$ cat src/smst_defs.svh
`ifndef SMST_DEFS_SVH
`define SMST_DEFS_SVH

`define SMST_AW 8
`define SMST_NCH 4

// Register byte offsets
`define SMST_CTRL_OFF 8'h00
`define SMST_CFG_OFF 8'h04
`define SMST_STAT_OFF 8'h08
`define SMST_IFLAG_OFF 8'h0c
`define SMST_IMASK_OFF 8'h10
`define SMST_OVRES_OFF 8'h14
`define SMST_UVRES_OFF 8'h18
`define SMST_KEY_OFF 8'h1c

// Field positions
`define SMST_CTRL_TRIG 0
`define SMST_CFG_BYPASS 0
`define SMST_CFG_SECEN 1
`define SMST_IRQ_BG 0
`define SMST_ST_SENSE 0
`define SMST_ST_BUSY 1
`define SMST_ST_BLOCK 2
`define SMST_ST_SHUT 3
`define SMST_ST_PGFAIL 4
`define SMST_ST_PUFAIL 5
`define SMST_ST_ON 6

// Reset values and security key
`define SMST_CFG_RST 2'h0
`define SMST_IMASK_RST 1'h0
`define SMST_SEC_KEY 32'h0000c35a

// Timing
`define SMST_CLK_NS 40
`define SMST_STEP_NS 8000
`define SMST_STEP_CYC ((`SMST_STEP_NS + `SMST_CLK_NS - 1) / `SMST_CLK_NS)
`define SMST_BLANK_US 200
`define SMST_BLANK_CYC ((`SMST_BLANK_US * 1000) / `SMST_CLK_NS)

`endif

$ cat src/smst_pkg.sv
package smst_pkg;
  typedef enum logic [2:0] {pwr_off, pwr_test, pwr_on, pwr_block, pwr_shut} smst_pwr_t;
  typedef enum logic [1:0] {seq_idle, seq_force, seq_release} smst_seq_t;
endpackage : smst_pkg

$ cat src/smst_analog_self_test_if.sv
`timescale 1ns/1ps
`default_nettype none
interface smst_analog_self_test_if;
  logic start;
  logic busy;
  logic done;
  logic [3:0] ov_fail;
  logic [3:0] uv_fail;
  logic pg_fail;
  logic [3:0] cmp_ov;
  logic [3:0] cmp_uv;
  logic pg_readback;
  logic [3:0] force_ov;
  logic [3:0] force_uv;
  logic force_pg;
  modport ctl (
    output start, cmp_ov, cmp_uv, pg_readback,
    input busy, done, ov_fail, uv_fail, pg_fail, force_ov, force_uv, force_pg
  );
  modport seq (
    input start, cmp_ov, cmp_uv, pg_readback,
    output busy, done, ov_fail, uv_fail, pg_fail, force_ov, force_uv, force_pg
  );
endinterface : smst_analog_self_test_if
`default_nettype wire

$ cat src/smst_top.sv
// Behaviour
// - Bandgap mismatch blocks regulator power-up
// - Safety variant: mismatch fails power-up test always
// - On, bypass 0: mismatch shuts regulators
// - On, bypass 1: mismatch only interrupts
// - Mismatch sets flag; unmasked flag interrupts
// - Sense bit follows present mismatch level
// - Self-test covers monitors and power-good pin
// - Each channel OV and UV comparator toggled
// - Non-toggling comparator sets channel fail bit
// - Separate OV and UV result registers
// - Every self-test overwrites both result registers
// - Result clears need secure write when enabled
// - Power-up continues whatever the self-test result
// - Writing trigger 1 starts on-demand self-test
// - Trigger clears itself when test finishes
// - OV/UV reporting blanked at most 200 us
// - On-demand failures set result flags
//
// The implementer's own choices: the APB slave port and the register addresses.
`timescale 1ns/1ps
`default_nettype none
`include "smst_defs.svh"
module smst_top #(
  parameter logic SAFETY_GRADE = 1'b1,
  parameter logic [15:0] BLANK_MAX_CYC = 16'(`SMST_BLANK_CYC)
) (
  input wire logic ref_clk,
  input wire logic rst_b,
  input wire logic psel,
  input wire logic penable,
  input wire logic pwrite,
  input wire logic [7:0] paddr,
  input wire logic [31:0] pwdata,
  output logic [31:0] prdata,
  output logic pready,
  output logic pslverr,
  input wire logic power_up_req,
  input wire logic power_down_req,
  input wire logic bg_mismatch,
  input wire logic [3:0] ov_cmp,
  input wire logic [3:0] uv_cmp,
  input wire logic power_good_req,
  input wire logic power_good_readback,
  output logic power_good_output,
  output logic [3:0] ov_test_force,
  output logic [3:0] uv_test_force,
  output logic [3:0] ov_fault_report,
  output logic [3:0] uv_fault_report,
  output logic regulator_enable,
  output logic bandgap_irq,
  output smst_pkg::smst_pwr_t pwr_state
);
  import smst_pkg::*;

  function automatic logic hit(input logic [7:0] a, input logic [7:0] off);
    return a == off;
  endfunction : hit

  logic rst_meta_b;
  logic rst_sync_b;
  always_ff @(posedge ref_clk or negedge rst_b)
  begin
    if (!rst_b)
    begin
      rst_meta_b <= 1'b0;
      rst_sync_b <= 1'b0;
    end
    else
    begin
      rst_meta_b <= 1'b1;
      rst_sync_b <= rst_meta_b;
    end
  end

  smst_analog_self_test_if ab ();
  smst_analog_self_test_seq u_seq (
    .clk(ref_clk),
    .rst_b(rst_sync_b),
    .ab(ab.seq)
  );

  smst_pwr_t state;
  smst_pwr_t next_state;
  logic trigger;
  logic bypass;
  logic sec_en;
  logic sec_armed;
  logic bg_q;
  logic bg_flag;
  logic irq_mask;
  logic [3:0] ov_res;
  logic [3:0] uv_res;
  logic pg_res;
  logic pu_fail;
  logic [15:0] blank_cnt;

  // APB decode; zero wait states, unmapped access answers pslverr
  wire setup = psel & ~penable;
  wire wr_en = psel & penable & pwrite;
  wire a_ctrl = hit(paddr, `SMST_CTRL_OFF);
  wire a_cfg = hit(paddr, `SMST_CFG_OFF);
  wire a_stat = hit(paddr, `SMST_STAT_OFF);
  wire a_iflag = hit(paddr, `SMST_IFLAG_OFF);
  wire a_imask = hit(paddr, `SMST_IMASK_OFF);
  wire a_ovres = hit(paddr, `SMST_OVRES_OFF);
  wire a_uvres = hit(paddr, `SMST_UVRES_OFF);
  wire a_key = hit(paddr, `SMST_KEY_OFF);
  wire mapped = a_ctrl | a_cfg | a_stat | a_iflag | a_imask | a_ovres | a_uvres | a_key;
  wire prot_ok = ~sec_en | sec_armed;
  wire w_res = wr_en & (a_ovres | a_uvres) & prot_ok;
  wire trig_start = wr_en & a_ctrl & pwdata[`SMST_CTRL_TRIG] & prot_ok
                    & ~trigger & ~ab.busy & (state == pwr_on);
  wire pu_start = (state == pwr_off) & power_up_req & ~ab.busy;
  wire bg_rise = bg_mismatch & ~bg_q;
  wire blank = trigger & (blank_cnt < BLANK_MAX_CYC);
  wire mon_quiet = blank | (state == pwr_test);

  assign pready = 1'b1;
  assign pslverr = psel & penable & ~mapped;
  assign ab.start = trig_start | pu_start;
  assign ab.cmp_ov = ov_cmp;
  assign ab.cmp_uv = uv_cmp;
  assign ab.pg_readback = power_good_readback;
  assign ov_test_force = ab.force_ov;
  assign uv_test_force = ab.force_uv;
  assign regulator_enable = (state == pwr_on);
  assign pwr_state = state;

  always_comb
  begin
    next_state = state;
    case (state)
      pwr_off:
        if (pu_start)
          next_state = pwr_test;
      pwr_test:
        if (bg_mismatch)
          next_state = pwr_block;
        else if (ab.done)
          next_state = pwr_on;
      pwr_on:
        if (power_down_req)
          next_state = pwr_off;
        else if (bg_mismatch && !bypass)
          next_state = pwr_shut;
      pwr_block, pwr_shut:
        if (power_down_req)
          next_state = pwr_off;
      default:
        next_state = pwr_off;
    endcase
  end

  always_ff @(posedge ref_clk or negedge rst_sync_b)
  begin
    if (!rst_sync_b)
      state <= pwr_off;
    else
      state <= next_state;
  end

  // Bypass ignored at power-up: the safety variant must never start on a bad reference
  always_ff @(posedge ref_clk or negedge rst_sync_b)
  begin
    if (!rst_sync_b)
      pu_fail <= 1'b0;
    else if (pu_start)
      pu_fail <= 1'b0;
    else if (state == pwr_test && bg_mismatch && SAFETY_GRADE)
      pu_fail <= 1'b1;
  end

  always_ff @(posedge ref_clk or negedge rst_sync_b)
  begin
    if (!rst_sync_b)
    begin
      {sec_en, bypass} <= `SMST_CFG_RST;
      irq_mask <= `SMST_IMASK_RST;
      sec_armed <= 1'b0;
    end
    else if (wr_en)
    begin
      if (a_cfg)
      begin
        bypass <= pwdata[`SMST_CFG_BYPASS];
        sec_en <= pwdata[`SMST_CFG_SECEN];
      end
      if (a_imask)
        irq_mask <= pwdata[`SMST_IRQ_BG];
      // The key arms exactly the next write, whatever it targets
      sec_armed <= a_key & (pwdata == `SMST_SEC_KEY);
    end
  end

  always_ff @(posedge ref_clk or negedge rst_sync_b)
  begin
    if (!rst_sync_b)
      trigger <= 1'b0;
    else if (trig_start)
      trigger <= 1'b1;
    else if (ab.done)
      trigger <= 1'b0;
  end

  always_ff @(posedge ref_clk or negedge rst_sync_b)
  begin
    if (!rst_sync_b)
      blank_cnt <= 16'h0000;
    else if (!trigger)
      blank_cnt <= 16'h0000;
    else if (blank)
      blank_cnt <= blank_cnt + 16'h0001;
  end

  // Completion outranks a software clear in the same cycle
  always_ff @(posedge ref_clk or negedge rst_sync_b)
  begin
    if (!rst_sync_b)
    begin
      ov_res <= 4'h0;
      uv_res <= 4'h0;
      pg_res <= 1'b0;
    end
    else if (ab.done)
    begin
      ov_res <= ab.ov_fail;
      uv_res <= ab.uv_fail;
      pg_res <= ab.pg_fail;
    end
    else if (ab.start)
    begin
      ov_res <= 4'h0;
      uv_res <= 4'h0;
      pg_res <= 1'b0;
    end
    else if (w_res)
    begin
      if (a_ovres)
        ov_res <= ov_res & ~pwdata[3:0];
      if (a_uvres)
        uv_res <= uv_res & ~pwdata[3:0];
    end
  end

  always_ff @(posedge ref_clk or negedge rst_sync_b)
  begin
    if (!rst_sync_b)
    begin
      bg_q <= 1'b0;
      bg_flag <= 1'b0;
      bandgap_irq <= 1'b0;
    end
    else
    begin
      bg_q <= bg_mismatch;
      if (bg_rise)
        bg_flag <= 1'b1;
      else if (wr_en && a_iflag && pwdata[`SMST_IRQ_BG])
        bg_flag <= 1'b0;
      bandgap_irq <= bg_flag & ~irq_mask;
    end
  end

  always_ff @(posedge ref_clk or negedge rst_sync_b)
  begin
    if (!rst_sync_b)
    begin
      ov_fault_report <= 4'h0;
      uv_fault_report <= 4'h0;
      power_good_output <= 1'b0;
    end
    else
    begin
      ov_fault_report <= mon_quiet ? 4'h0 : ov_cmp;
      uv_fault_report <= mon_quiet ? 4'h0 : uv_cmp;
      power_good_output <= power_good_req & ~ab.force_pg;
    end
  end

  logic [31:0] rd_data;
  always_comb
  begin
    rd_data = 32'h0000_0000;
    if (a_ctrl)
      rd_data[`SMST_CTRL_TRIG] = trigger;
    if (a_cfg)
      rd_data[1:0] = {sec_en, bypass};
    if (a_stat)
      rd_data[6:0] = {regulator_enable, pu_fail, pg_res, state == pwr_shut,
                      state == pwr_block, ab.busy, bg_q};
    if (a_iflag)
      rd_data[`SMST_IRQ_BG] = bg_flag;
    if (a_imask)
      rd_data[`SMST_IRQ_BG] = irq_mask;
    if (a_ovres)
      rd_data[3:0] = ov_res;
    if (a_uvres)
      rd_data[3:0] = uv_res;
  end

  // Read data captured in the setup phase so prdata comes from a flop
  always_ff @(posedge ref_clk or negedge rst_sync_b)
  begin
    if (!rst_sync_b)
      prdata <= 32'h0000_0000;
    else if (setup && !pwrite)
      prdata <= rd_data;
  end
endmodule : smst_top
`default_nettype wire

$ cat src/smst_analog_self_test_seq.sv
`timescale 1ns/1ps
`default_nettype none
`include "smst_defs.svh"
module smst_analog_self_test_seq (
  input wire logic clk,
  input wire logic rst_b,
  smst_analog_self_test_if.seq ab
);
  import smst_pkg::*;

  localparam logic [3:0] LAST_STEP = 4'h8;
  localparam logic [7:0] STEP_END = 8'(`SMST_STEP_CYC - 1);

  smst_seq_t st;
  logic [3:0] step;
  logic [7:0] cnt;
  logic [8:0] fail_q;
  logic done_q;
  wire forcing = (st == seq_force);
  wire step_end = (st != seq_idle) && (cnt == STEP_END);
  // Power-good is driven low while forced; seen only while forced
  wire pg_obs = ab.force_pg & ~ab.pg_readback;
  wire obs = (step < 4'h4) ? ab.cmp_ov[step[1:0]] :
             (step < 4'h8) ? ab.cmp_uv[step[1:0]] : pg_obs;

  genvar i;
  generate
    for (i = 0; i < `SMST_NCH; i++)
    begin : g_force
      assign ab.force_ov[i] = forcing && (step == 4'(i));
      assign ab.force_uv[i] = forcing && (step == 4'(i + 4));
    end
  endgenerate
  assign ab.force_pg = forcing && (step == LAST_STEP);

  always_ff @(posedge clk or negedge rst_b)
  begin
    if (!rst_b)
    begin
      st <= seq_idle;
      step <= 4'h0;
      cnt <= 8'h00;
      fail_q <= 9'h000;
      done_q <= 1'b0;
    end
    else
    begin
      done_q <= 1'b0;
      cnt <= step_end ? 8'h00 : cnt + 8'h01;
      case (st)
        seq_idle:
        begin
          cnt <= 8'h00;
          if (ab.start)
          begin
            st <= seq_force;
            step <= 4'h0;
            fail_q <= 9'h000;
          end
        end
        seq_force:
          if (step_end)
          begin
            // Comparator must trip while stimulated
            if (!obs)
              fail_q[step] <= 1'b1;
            st <= seq_release;
          end
        seq_release:
          if (step_end)
          begin
            // And must fall back once released, else it is stuck
            if (obs)
              fail_q[step] <= 1'b1;
            if (step == LAST_STEP)
            begin
              st <= seq_idle;
              done_q <= 1'b1;
            end
            else
            begin
              step <= step + 4'h1;
              st <= seq_force;
            end
          end
        default:
          st <= seq_idle;
      endcase
    end
  end

  assign ab.busy = (st != seq_idle);
  assign ab.done = done_q;
  assign ab.ov_fail = fail_q[3:0];
  assign ab.uv_fail = fail_q[7:4];
  assign ab.pg_fail = fail_q[8];
endmodule : smst_analog_self_test_seq
`default_nettype wire

$ cat config.mk
export PLATFORM = sky130hd
export DESIGN_NAME = smst_top
export DESIGN_NICKNAME = d
export VERILOG_FILES = /design/src/smst_pkg.sv /design/src/smst_analog_self_test_if.sv /design/src/smst_top.sv /design/src/smst_analog_self_test_seq.sv
export VERILOG_INCLUDE_DIRS = /design/src /design/src/src
export SDC_FILE = /design/constraint.sdc
export NUM_CORES = 1
export LEC_CHECK = 0
export BUFFER_PORTS_ARGS = -buffer_cell sky130_fd_sc_hd__buf_2
export CAP_MARGIN = 40
export CORE_MARGIN = 2
export CORE_UTILIZATION = 40
export CTS_BUF_LIST = sky130_fd_sc_hd__clkbuf_8
export DETAILED_ROUTE_END_ITERATION = 7
export SLEW_MARGIN = 20
export SYNTH_ARGS = -nofsm -noshare
export SYNTH_HDL_FRONTEND = slang
export SYNTH_HIERARCHICAL = 1
export SYNTH_SLANG_ARGS = --single-unit
$ cat constraint.sdc
create_clock -name ref_clk -period 5.5 [get_ports ref_clk]
set_input_delay 0.275 -clock ref_clk [delete_from_list [all_inputs] [get_ports ref_clk]]
set_output_delay 0.275 -clock ref_clk [all_outputs]
set_load 0.01 [all_outputs]
Word-level counts from Yosys, hierarchy flattened

Index checks and enable logic that the tools add are counted.
W data, S select, Z words.

Bits in registers: 79
Output and inout port bits: 56
Bits of input ports: 58

Multiplexer cells: 62
Bitwise operators: 44
Add/sub/neg operators: 3
Reduce and logical (&&, ||, !) cells: 41
Order comparisons: 6
Equality and inequality tests: 34

Operators by type and width:

| kind                    | number |
|---|---|
| $mux W4                 | 15 |
| $mux W9                 | 5 |
| $eq A32 B16 Y1 const B  | 1 |
| $eq A8 B5 Y1 const B    | 4 |
| $mux W16                | 2 |
| $pmux W9 S3             | 1 |
| $and A1 B1 Y1           | 20 |
| $mux W1                 | 20 |
| $mux W3                 | 6 |
| $add A16 B1 Y16 const B | 1 |
| $eq A4 B3 Y1 const B    | 4 |
| $eq A8 B4 Y1 const B    | 2 |
| $logic_and A1 B1 Y1     | 16 |
| $lt A16 B13 Y1 const B  | 1 |
| $mux W8                 | 2 |
| $ne A2 B2 Y1 const B    | 6 |
| $pmux W3 S4             | 1 |
| $reduce_bool A2 Y1      | 6 |
| $reduce_bool A3 Y1      | 4 |
| $or A1 B1 Y1            | 11 |
| $not A1 Y1              | 9 |
| $or A9 B9 Y9            | 1 |
| $add A8 B1 Y8 const B   | 1 |
| $and A4 B4 Y4           | 2 |
| 35 further kinds        | 49 |

Logic depth before layout (Yosys ltp)

Gate-level depths: netlist (run 1).

Word-level depth: 11
Gate-level depth with buffers: 13
Mapped depth without buffers: 12

Cells and area by module

Netlist (run 1), hierarchy kept.

Modules (own cells, without submodules):

| module                    | cells an instance | times used | area each (sq um) | sequential area each (sq um) |
|---|---|---|---|---|
| smst_top                  | 295               | 1          | 2967.8            | 1376.3 |
| smst_analog_self_test_seq | 174               | 1          | 1569.0            | 600.6 |

Least setup slack after synthesis (run 1)

OpenSTA, ideal clock, no wires.

Path type: reg2reg
Start point: register u_seq.st[0]
End point: register u_seq.fail_q[0]
Path slack: 2649 ps
Period minus slack after synthesis: 2851 ps
Data arrival time: 2771 ps
Stages on the path, launching flop included: 12
Required time: 5420 ps
Setup time: 80 ps
Cells stage by stage: dfrtp_1 -> inv_1 -> ha_1 -> clkbuf_1 -> inv_1 -> or4b_2 -> o21ai_0 -> nor2b_1 -> o21bai_1 -> a21oi_1 -> nand4_1 -> a2bb2oi_1

Longest elaborated chain between the ends: 7
Elaborated cells between the ends (all ways): 22
Classes of those cells: 7 x eq/ne; 3 x mux; 6 x bitwise; 6 x reduce/logical

RTL lines:

| item                            | line                             | text |
|---|---|---|
| from (decl)                     | smst_analog_self_test_seq.sv:14  | `smst_seq_t st;` |
| from (signal assigned)          | smst_analog_self_test_seq.sv:40  | `st <= seq_idle;` |
| from (signal assigned)          | smst_analog_self_test_seq.sv:56  | `st <= seq_force;` |
| from (signal assigned)          | smst_analog_self_test_seq.sv:67  | `st <= seq_release;` |
| $reduce_bool A2 Y1 *            | smst_analog_self_test_seq.sv:92  | `assign ab.busy = (st != seq_idle);` |
| named net ab.busy               | smst_analog_self_test_if.sv:5    | `logic busy;` |
| $not A1 Y1 *                    | smst_top.sv:113, smst_top.sv:114 |  |
| $and A1 B1 Y1 (2 in a row)      | smst_top.sv:112                  | `` wire trig_start = wr_en & a_ctrl & pwdata[`SMST_CTRL_TRIG] & prot_ok `` |
| $or A1 B1 Y1 *                  | smst_top.sv:121                  | `assign ab.start = trig_start \| pu_start;` |
| named net ab.start              | smst_analog_self_test_if.sv:4    | `logic start;` |
| $ne A2 B2 Y1 (no line) *        | --                               |  |
| $reduce_and A6 Y1 (no line) *   | --                               |  |
| to (signal assigned)            | smst_analog_self_test_seq.sv:43  | `fail_q <= 9'h000;` |
| to (signal assigned)            | smst_analog_self_test_seq.sv:58  | `fail_q <= 9'h000;` |
| to (signal, indexed assignment) | smst_analog_self_test_seq.sv:66  | `fail_q[step] <= 1'b1;` |
| to (decl)                       | smst_analog_self_test_seq.sv:17  | `logic [8:0] fail_q;` |

Mark *: on every way through the listed nets, which the timed path passes. The rest lies on a longest branch.
A chain may end at the register's enable or synchronous reset.

Worst setup path in the final report (run 1)

Start point: register u_seq.st[0]
End point: register u_seq.fail_q[1]

The elaborated chain is that of the path after synthesis.

==> results.md, run 1 <==
- Status: finished clean
- DRC Markers: 0
- Initial antenna violation count: 0
- Final setup violation count: 0
- Clk_skew: 0.0138 ns
- Critical path fanouts, max: 10
- Post-CTS Setup Bufs: 0
- Crit path capture type: flop
- Final Hold Fails: 0
- Leading cell types in the layout, fill and taps excluded: buf_2, dfrtp_1, nand2_1
- Clock sink count: 79
- Drt pass-1 iters: 5
- Tcrit/Tclk final: 0.628
- Mapped Area: 4540 um2
- TritonCTS clock tree: yes
- # nets final: 613
- Ant. Diodes: 0
- Layout cell share with drive strength beyond 1: 0.222
- 1st-iter DRT viols: 236
- Fin Setup TNS: 0 ns
- IO Count: 114
- Antenna-violating nets left: 0
- VDD IR-drop max: 0.152 mV
- Maxcap violations: 0
- Slew HR: 0.457
- Fin util: 0.479
- Global-route wire length before repair: 18.8 mm
- Worst r2r path cells: 10
- Area post-placement: ~5000 um2
- Worst min path class: primary input to flop
- Die ar.: 12200 um2
- Top FF cell, synth: dfrtp_1
- Worst Tran Pin Value: 0.811 ns
- Flops & latches, synth: 79
- IO buf count: 87
- Post-synthesis cell count: about 470
- Inserted Clock Buffers: 9
- Vert. Die Dim: 111 um
- Yosys warnings: 6
- Minimum clock period: between 3 and 4 ns
- WL per Instance: roughly 16 um
- Routability Congestion: about 0.8
- Core Area: 10900 um2
- Vias in the first global route: between 3000 and 4000
- Crit path required time: 5.77 ns
- Initial Utilization: 0.415
- WL final: 11.0 mm
- H-tree depth: 3
- RSZ-0062 raised after global routing: no
- WP data arrival: between 3 and 4 ns
- Vias per cell: 5.55
- Commonest non-fill, non-tap cell in the layout: buf_2
- GRT overflow: 0
- Pins over their slew limit: 0
- Vias post-DR: 3832
- Dpl hpwl: 8.03 mm
- Hold depth: 1
- Clock Latency Late Sink: around 0.36 ns
- Area growth from synthesis to layout: 15.5%
- Worst setup margin: slightly above 2 ns
- Post-synthesis sequential area ratio: 0.436
- Die width: 111 um
- CTS Root Cell: clkbuf_8
- Cell variety after synth: just under 70
- CTS resizes: 0
- Fin area: 5240 um2
- Global-route usage over all layers: 0.186
- Setup Crit Path Kind: flop to flop
- Row Count: 38
- EDFF count, synth: 0
- Clock transition at path regs: 0.08 ns
- Pwr per Cell Area: between 300 and 400 nW/um2
- Pwr Total: 0.00166 W
- Share of flip-flops with an asynchronous set or reset: 1.00
- Avg Cell Area, Syn: 9.67 um2
- FMAX: about 290 MHz
- Largest net degree at the start of global routing: 43
- CP startpoint kind: flop
- Leakage: between 2 and 2.5 nW
- CTS max path bufs: 2
- Pre-CTS setup slack: around 2.1 ns
-- worst max-delay path, stage by stage, from the launching register on --
cell	delay, ns
dfrtp_1	0.41
inv_1	0.11
ha_1	0.37
inv_1	0.17
or4b_2	0.66
o21ai_0	0.35
nor2b_1	0.15
o21bai_1	0.21
a21oi_1	0.57
nand4_1	0.18
a2bb2oi_1	0.20
-- layout make-up --
type                       count  area [um2]
timing repair buffer          92         485
multi-input combinational    348        2290
clock buffer                  11         151
sequential                    79        1980
tap                          140         175
clock inverter                 5        97.6
inverter                      15        56.3
fill                        1043        5700
-- final timing paths --
check,from,endpoint,slack (ns)
min reg2reg,rst_sync_b$_DFF_PN0_,blank_cnt[12]$_DFFE_PN0P_,0.31
min,bg_mismatch,bg_q$_DFF_PN0_,0.1
min in group asynchronous,rst_b,rst_sync_b$_DFF_PN0_,0.23
max,u_seq/st[0]$_DFFE_PN0P_,u_seq/fail_q[1]$_DFFE_PN0P_,2.04
max in group asynchronous,rst_sync_b$_DFF_PN0_,u_seq/cnt[4]$_DFF_PN0_,4.59
max reg2reg,u_seq/st[0]$_DFFE_PN0P_,u_seq/fail_q[1]$_DFFE_PN0P_,2.04
-- report_power, final --
group / switching, W / leakage (nW) / total (W) / internal, W
Combinational: 0.000268 / 1.31 / 0.000452 / 0.000184
Clock: 0.000209 / 0.132 / 0.000532 / 0.000323
Sequential: 0.0000543 / 1.04 / 0.000679 / 0.000625
-- cell families after synthesis --
kind of cell	Yosys count	synth area share
simple gates	200	0.257
compound gates	91	0.148
flops	79	0.436
buf+inv	67	0.0791
mux	14	0.0397
fa+ha+maj	10	0.0276
xor+xnor	6	0.0116
other cells	2	0.00166
-- flip-flops by register name (all words and copies together), names as in the netlist, 2 cells and up --
name,flops
u_seq/cnt,8
u_seq/step,4
uv_res,4
blank_cnt,16
u_seq/st,2
ov_res,4
pwr_state,3
uv_fault_report,4
ov_fault_report,4
u_seq/fail_q,9
prdata,7
-- Yosys cell counts (all sizes together), types with 2 or more instances --
master / count / area [um2]
dfrtp: 79 / 1980
nand2: 34 / 128
buf: 29 / 215
nor2: 28 / 105
nand4: 27 / 169
clkbuf: 23 / 87.6
o21ai: 20 / 100
and2: 17 / 108
and3: 15 / 93.8
inv: 15 / 56.3
nor4: 15 / 109
a21oi: 12 / 60.1
a31oi: 11 / 83.8
ha: 10 / 125
nand2b: 10 / 62.6
a2bb2oi: 9 / 78.8
a32o: 9 / 90.1
mux2i: 9 / 90.1
nor2b: 9 / 56.3
nand3: 8 / 40.0
nor3: 7 / 35.0
a22o: 5 / 43.8
nor4b: 4 / 35.0
o31ai: 4 / 30.0
o41ai: 4 / 35.0
or4: 4 / 33.8
xor2: 4 / 35.0
mux2: 3 / 41.3
nand3b: 3 / 22.5
or2: 3 / 21.3
or4b: 3 / 33.8
a21o: 2 / 15.0
a32oi: 2 / 17.5
and4b: 2 / 20.0
conb: 2 / 7.51
mux4: 2 / 48.8
nand4b: 2 / 17.5
nor3b: 2 / 15.0
nor4bb: 2 / 20.0
o311ai: 2 / 17.5
or3b: 2 / 17.5
xnor2: 2 / 17.5
-- what timing repair did --
action,CTS,global route
hold buffers,1,0
setup endpoints to repair,0,0
hold endpoints to repair,2,0
-- per-layer routing --
metal  wire [um]  GRT usage
met2        5260      0.292
met5           0          0
met1        5130      0.256
met4         106     0.0450
met3         545     0.0494
-- through the flow --
step | hold slack (ns) | cells
CTS | 0.0674 | 690
finish | 0.0991 | 690
global placement | 0.0614 | 670
global route | 0.0654 | 690
detailed placement | 0.0644 | 673
floorplan | -0.0206 | 494
No activity file was read; power rests on OpenSTA's default activity.
==> run 2: changes to the inputs <==
--- a/config.mk
+++ b/config.mk
@@ -6,6 +6,7 @@
 export SDC_FILE = /design/constraint.sdc
 export NUM_CORES = 1
 export LEC_CHECK = 0
+export ABC_AREA = 1
 export BUFFER_PORTS_ARGS = -buffer_cell sky130_fd_sc_hd__buf_2
 export CAP_MARGIN = 40
 export CORE_MARGIN = 2
==> constraint.sdc (replaced) <==
create_clock -name ref_clk -period 2.99 [get_ports ref_clk]
set_input_delay 0.1495 -clock ref_clk [delete_from_list [all_inputs] [get_ports ref_clk]]
set_output_delay 0.1495 -clock ref_clk [all_outputs]
set_load 0.01 [all_outputs]
==> run 2 against run 1 <==
Global-route usage is 0.22 points higher. Final cell count is 33% higher. Area after synthesis is 7.4% higher. Sequential power is 97% higher. Power is 100% higher. Final area is 8.1% higher. Core utilization is 0.54 points lower. Highest routed layer unchanged. Clock power is 52% higher. Critical path depth is 4 higher. Clock-buffer cell count is 1 lower. Die area is 7.1% higher. Critical endpoint is now u_seq/fail_q[5]$_DFFE_PN0P_. Largest cell class unchanged.
==> results.md, run 2 <==
- FMAX: 424 MHz (+47%)
- Crit path capture type: flop
- CTS Root Cell: clkbuf_8
- Die width: 114 um (+3.5%)
- Vert. Die Dim: 114 um (+3.5%)
- TritonCTS clock tree: yes
- Hold path startpoint: uv_cmp[0]
- WL per Instance: 12.6 um (-21%)
- Maxcap violations: 0 (unchanged)
- Global-route usage over all layers: 0.188 (+0.00219)
- Worst Tran Pin Value: 0.627 ns (-0.184 ns)
- Routability Congestion: 0.872 (+8.9%)
- Crit path cell chain: inv_1 -> ha_1 -> inv_2 -> inv_1 -> nand3_1 -> nor2_1 -> nand3_2 -> nand2_1 -> or2_2 -> nand2_2 -> nor2_8 -> nand3_4 -> nand2_1 -> nand2_1
- Die ar.: 13100 um2 (+7.1%)
- Reg2reg setup slack: 0.63 ns (-1.41 ns)
- Minimum clock period: 2.36 ns (-1.10 ns)
- Clock transition at path regs: 0.08 ns (about the same)
- Global-route wire length before repair: 19.8 mm (+5.0%)
- Largest regs: blank_cnt x16, u_seq/fail_q x9, u_seq/cnt x8
- Antenna-violating nets left: 0 (unchanged)
- CTS max path bufs: 2 (unchanged)
- Worst min path class: primary input to flop
- Final setup violation count: 0 (unchanged)
- Cell variety after synth: 38 (-45%)
- 1st-iter DRT viols: 229 (-3.0%)
- Largest Register: blank_cnt
- Clock sink count: 79 (unchanged)
- Crit path required time: 3.24 ns (-2.53 ns)
- Reg-to-Reg Start: u_seq/st[1]$_DFFE_PN0P_
- Vias per cell: 4.84 (-13%)
- Largest delay share family, worst path: simple AND/OR/NAND/NOR gates
- Vias post-DR: 4453 (+16%)
- EDFF count, synth: 0 (unchanged)
- Worst r2r path cells: 14 (+4)
- Pwr per Cell Area: 601 nW/um2 (+89%)
- Mapped Area: 4870 um2 (+7.4%)
- Dominant cell by count in the synthesized netlist: nand2_1
- Post-CTS Setup Bufs: 0 (unchanged)
- Crit path largest cell delay: 0.42 ns (-0.24 ns)
- Setup Crit Path Kind: flop to flop
- Vias in the first global route: 4273 (+14%)
- VDD IR-drop max: 0.437 mV (+190%)
- Slowest CP cell: dfrtp_1
- # nets final: 836 (+36%)
- Max FFs per register: 16 (unchanged)
- Clock Latency Late Sink: 0.36 ns (about the same)
- GRT overflow: 0 (unchanged)
- Post-synth top area share: 0.406 (-0.0300)
- Avg Cell Area, Syn: 7.29 um2 (-25%)
- Inserted Clock Buffers: 9 (unchanged)
- Post-synthesis sequential area ratio: 0.406 (-0.0300)
- Final Hold Fails: 0 (unchanged)
- Fin Setup TNS: 0 ns (unchanged)
- Hold depth: 3 (+2)
- Share of flip-flops with an asynchronous set or reset: 1.00 (unchanged)
- Core Area: 12000 um2 (+9.4%)
- Largest net degree at the start of global routing: 50 (+16%)
- Initial antenna violation count: 0 (unchanged)
- RSZ-0062 raised after global routing: no
- Critical path fanouts, max: 11 (+1)
- Pwr Total: 0.00340 W (+100%)
- Clk_skew: 0.00784 ns (-0.00599 ns)
- Layout cell share with drive strength beyond 1: 0.195 (-0.0265)
- IO Count: 114 (unchanged)
- Largest cells by area after synthesis: dfrtp_1, nand2_1, nor2_1
- CP startpoint kind: flop
- WL final: 11.6 mm (+4.9%)
- DRC Markers: 0 (unchanged)
- Top FF cell, synth: dfrtp_1
- Post-synthesis cell count: 668 (+42%)
- Worst hold slack: 0.0269 ns (-0.0722 ns)
- Dpl hpwl: 8.79 mm (+9.4%)
- Most used cell, CP: nand2_1
- Leading cell types in the layout, fill and taps excluded: nand2_1, nor2_1, buf_2
- Initial Utilization: 0.407 (-0.00755)
- CP bufs+invs: 3 (+1)
- IO buf count: 87 (unchanged)
- Yosys top cell by area: dfrtp_1
- Drt pass-1 iters: 4 (-1)
- Top cells by count, synth: nand2_1, nor2_1, inv_1
- Fillers: 1223 (+17%)
- Yosys warnings: 6 (unchanged)
- Commonest non-fill, non-tap cell in the layout: nand2_1
- Worst Hold End: uv_fault_report[0]$_DFF_PN0_
- Worst r2r dst: u_seq/fail_q[5]$_DFFE_PN0P_
- H-tree depth: 3 (unchanged)
- Pins over their slew limit: 0 (unchanged)
- Slew HR: 0.579 (+0.121)
- Row Count: 40 (+5.3%)
- Flops & latches, synth: 79 (unchanged)
- Ant. Diodes: 0 (unchanged)
- Tcrit/Tclk final: 0.788 (+0.160)
- Leakage: 3.01 nW (+21%)
- Status: finished clean
- Area growth from synthesis to layout: 16.3%
- WP data arrival: 2.60 ns (-1.13 ns)
[run 2: changes by cell type in the layout (fill, tap and decap cells not counted), moves of 11 or more]
cell	previous run	this run
nor2_1	28	90
and3_1	15	0
nand3_1	8	44
and2_1	16	0
nand2_1	34	178
inv_1	17	84
nor4_1	14	3
nor2_2	0	11
[run 2: power breakdown]
group | internal, W | switching (W) | total, W
Combinational | 0.000411 | 0.000844 | 0.00126
Sequential | 0.00121 | 0.000133 | 0.00134
Clock | 0.000404 | 0.000405 | 0.000808
[run 2: what timing repair did]
action	4_1_cts	5_1_grt
resized for setup	0	0
hold endpoints to repair	11	0
setup endpoints to repair	0	0
hold buffers	10	0
[run 2: worst register-to-register path, stage by stage (launching register included)]
cell	delay [ns]
dfrtp_1	0.42
inv_1	0.10
ha_1	0.25
inv_2	0.10
inv_1	0.10
nand3_1	0.07
nor2_1	0.13
nand3_2	0.21
nand2_1	0.11
or2_2	0.15
nand2_2	0.12
nor2_8	0.20
nand3_4	0.15
nand2_1	0.09
nand2_1	0.05
[run 2: area by class of cell]
type,instances,area [um2],area share
Multi-Input combinational cell,488,2390,0.422
Sequential cell,79,1980,0.350
Timing Repair Buffer,99,571,0.101
Inverter,91,342,0.0603
Tap cell,147,184,0.0325
Clock buffer,10,138,0.0243
Clock inverter,6,61.3,0.0108
[run 2: metal layers]
metal  routed length (um)  global-route usage
met5                    0                   0
met3                  497              0.0424
met4                   95              0.0610
met1                 5560               0.257
met2                 5430               0.297
[run 2: worst max-delay path by stage]
stage                             from                          end  slack [ns]  cells past startpoint
2_1_floorplan     rst_sync_b$_DFF_PN0_        bandgap_irq$_DFF_PN0_        0.63                      0
3_5_place_dp   u_seq/st[1]$_DFFE_PN0P_  u_seq/fail_q[5]$_DFFE_PN0P_        0.65                     14
4_1_cts        u_seq/st[1]$_DFFE_PN0P_  u_seq/fail_q[5]$_DFFE_PN0P_        0.63                     14
3_3_place_gp   u_seq/st[0]$_DFFE_PN0P_  u_seq/fail_q[8]$_DFFE_PN0P_        0.77                     14
5_1_grt        u_seq/st[1]$_DFFE_PN0P_  u_seq/fail_q[2]$_DFFE_PN0P_        0.40                     14
6_report       u_seq/st[1]$_DFFE_PN0P_  u_seq/fail_q[5]$_DFFE_PN0P_        0.63                     14
[run 2: cell families (layout without fill, tap and decap cells)]
group / after synthesis / in the layout / synth area share
and+or+nand+nor: 395 / 395 / 0.374
adders and majority gates: 10 / 10 / 0.0257
buffers and inverters: 126 / 206 / 0.123
xor gates and xnor gates: 10 / 10 / 0.0180
other: 2 / 27 / 0.00154
AOI/OAI and AO/OA: 46 / 46 / 0.0524
DFF: 79 / 79 / 0.406
[run 2: stage by stage]
step	setup slack [ns]	utilization	instances	instance area (um2)
2_1_floorplan	0.627	-	693	4970
3_3_place_gp	0.767	0.446	893	5340
3_5_place_dp	0.646	0.449	894	5370
4_1_cts	0.633	0.474	920	5670
5_1_grt	0.403	0.474	920	5670
6_report	0.634	0.474	920	5670
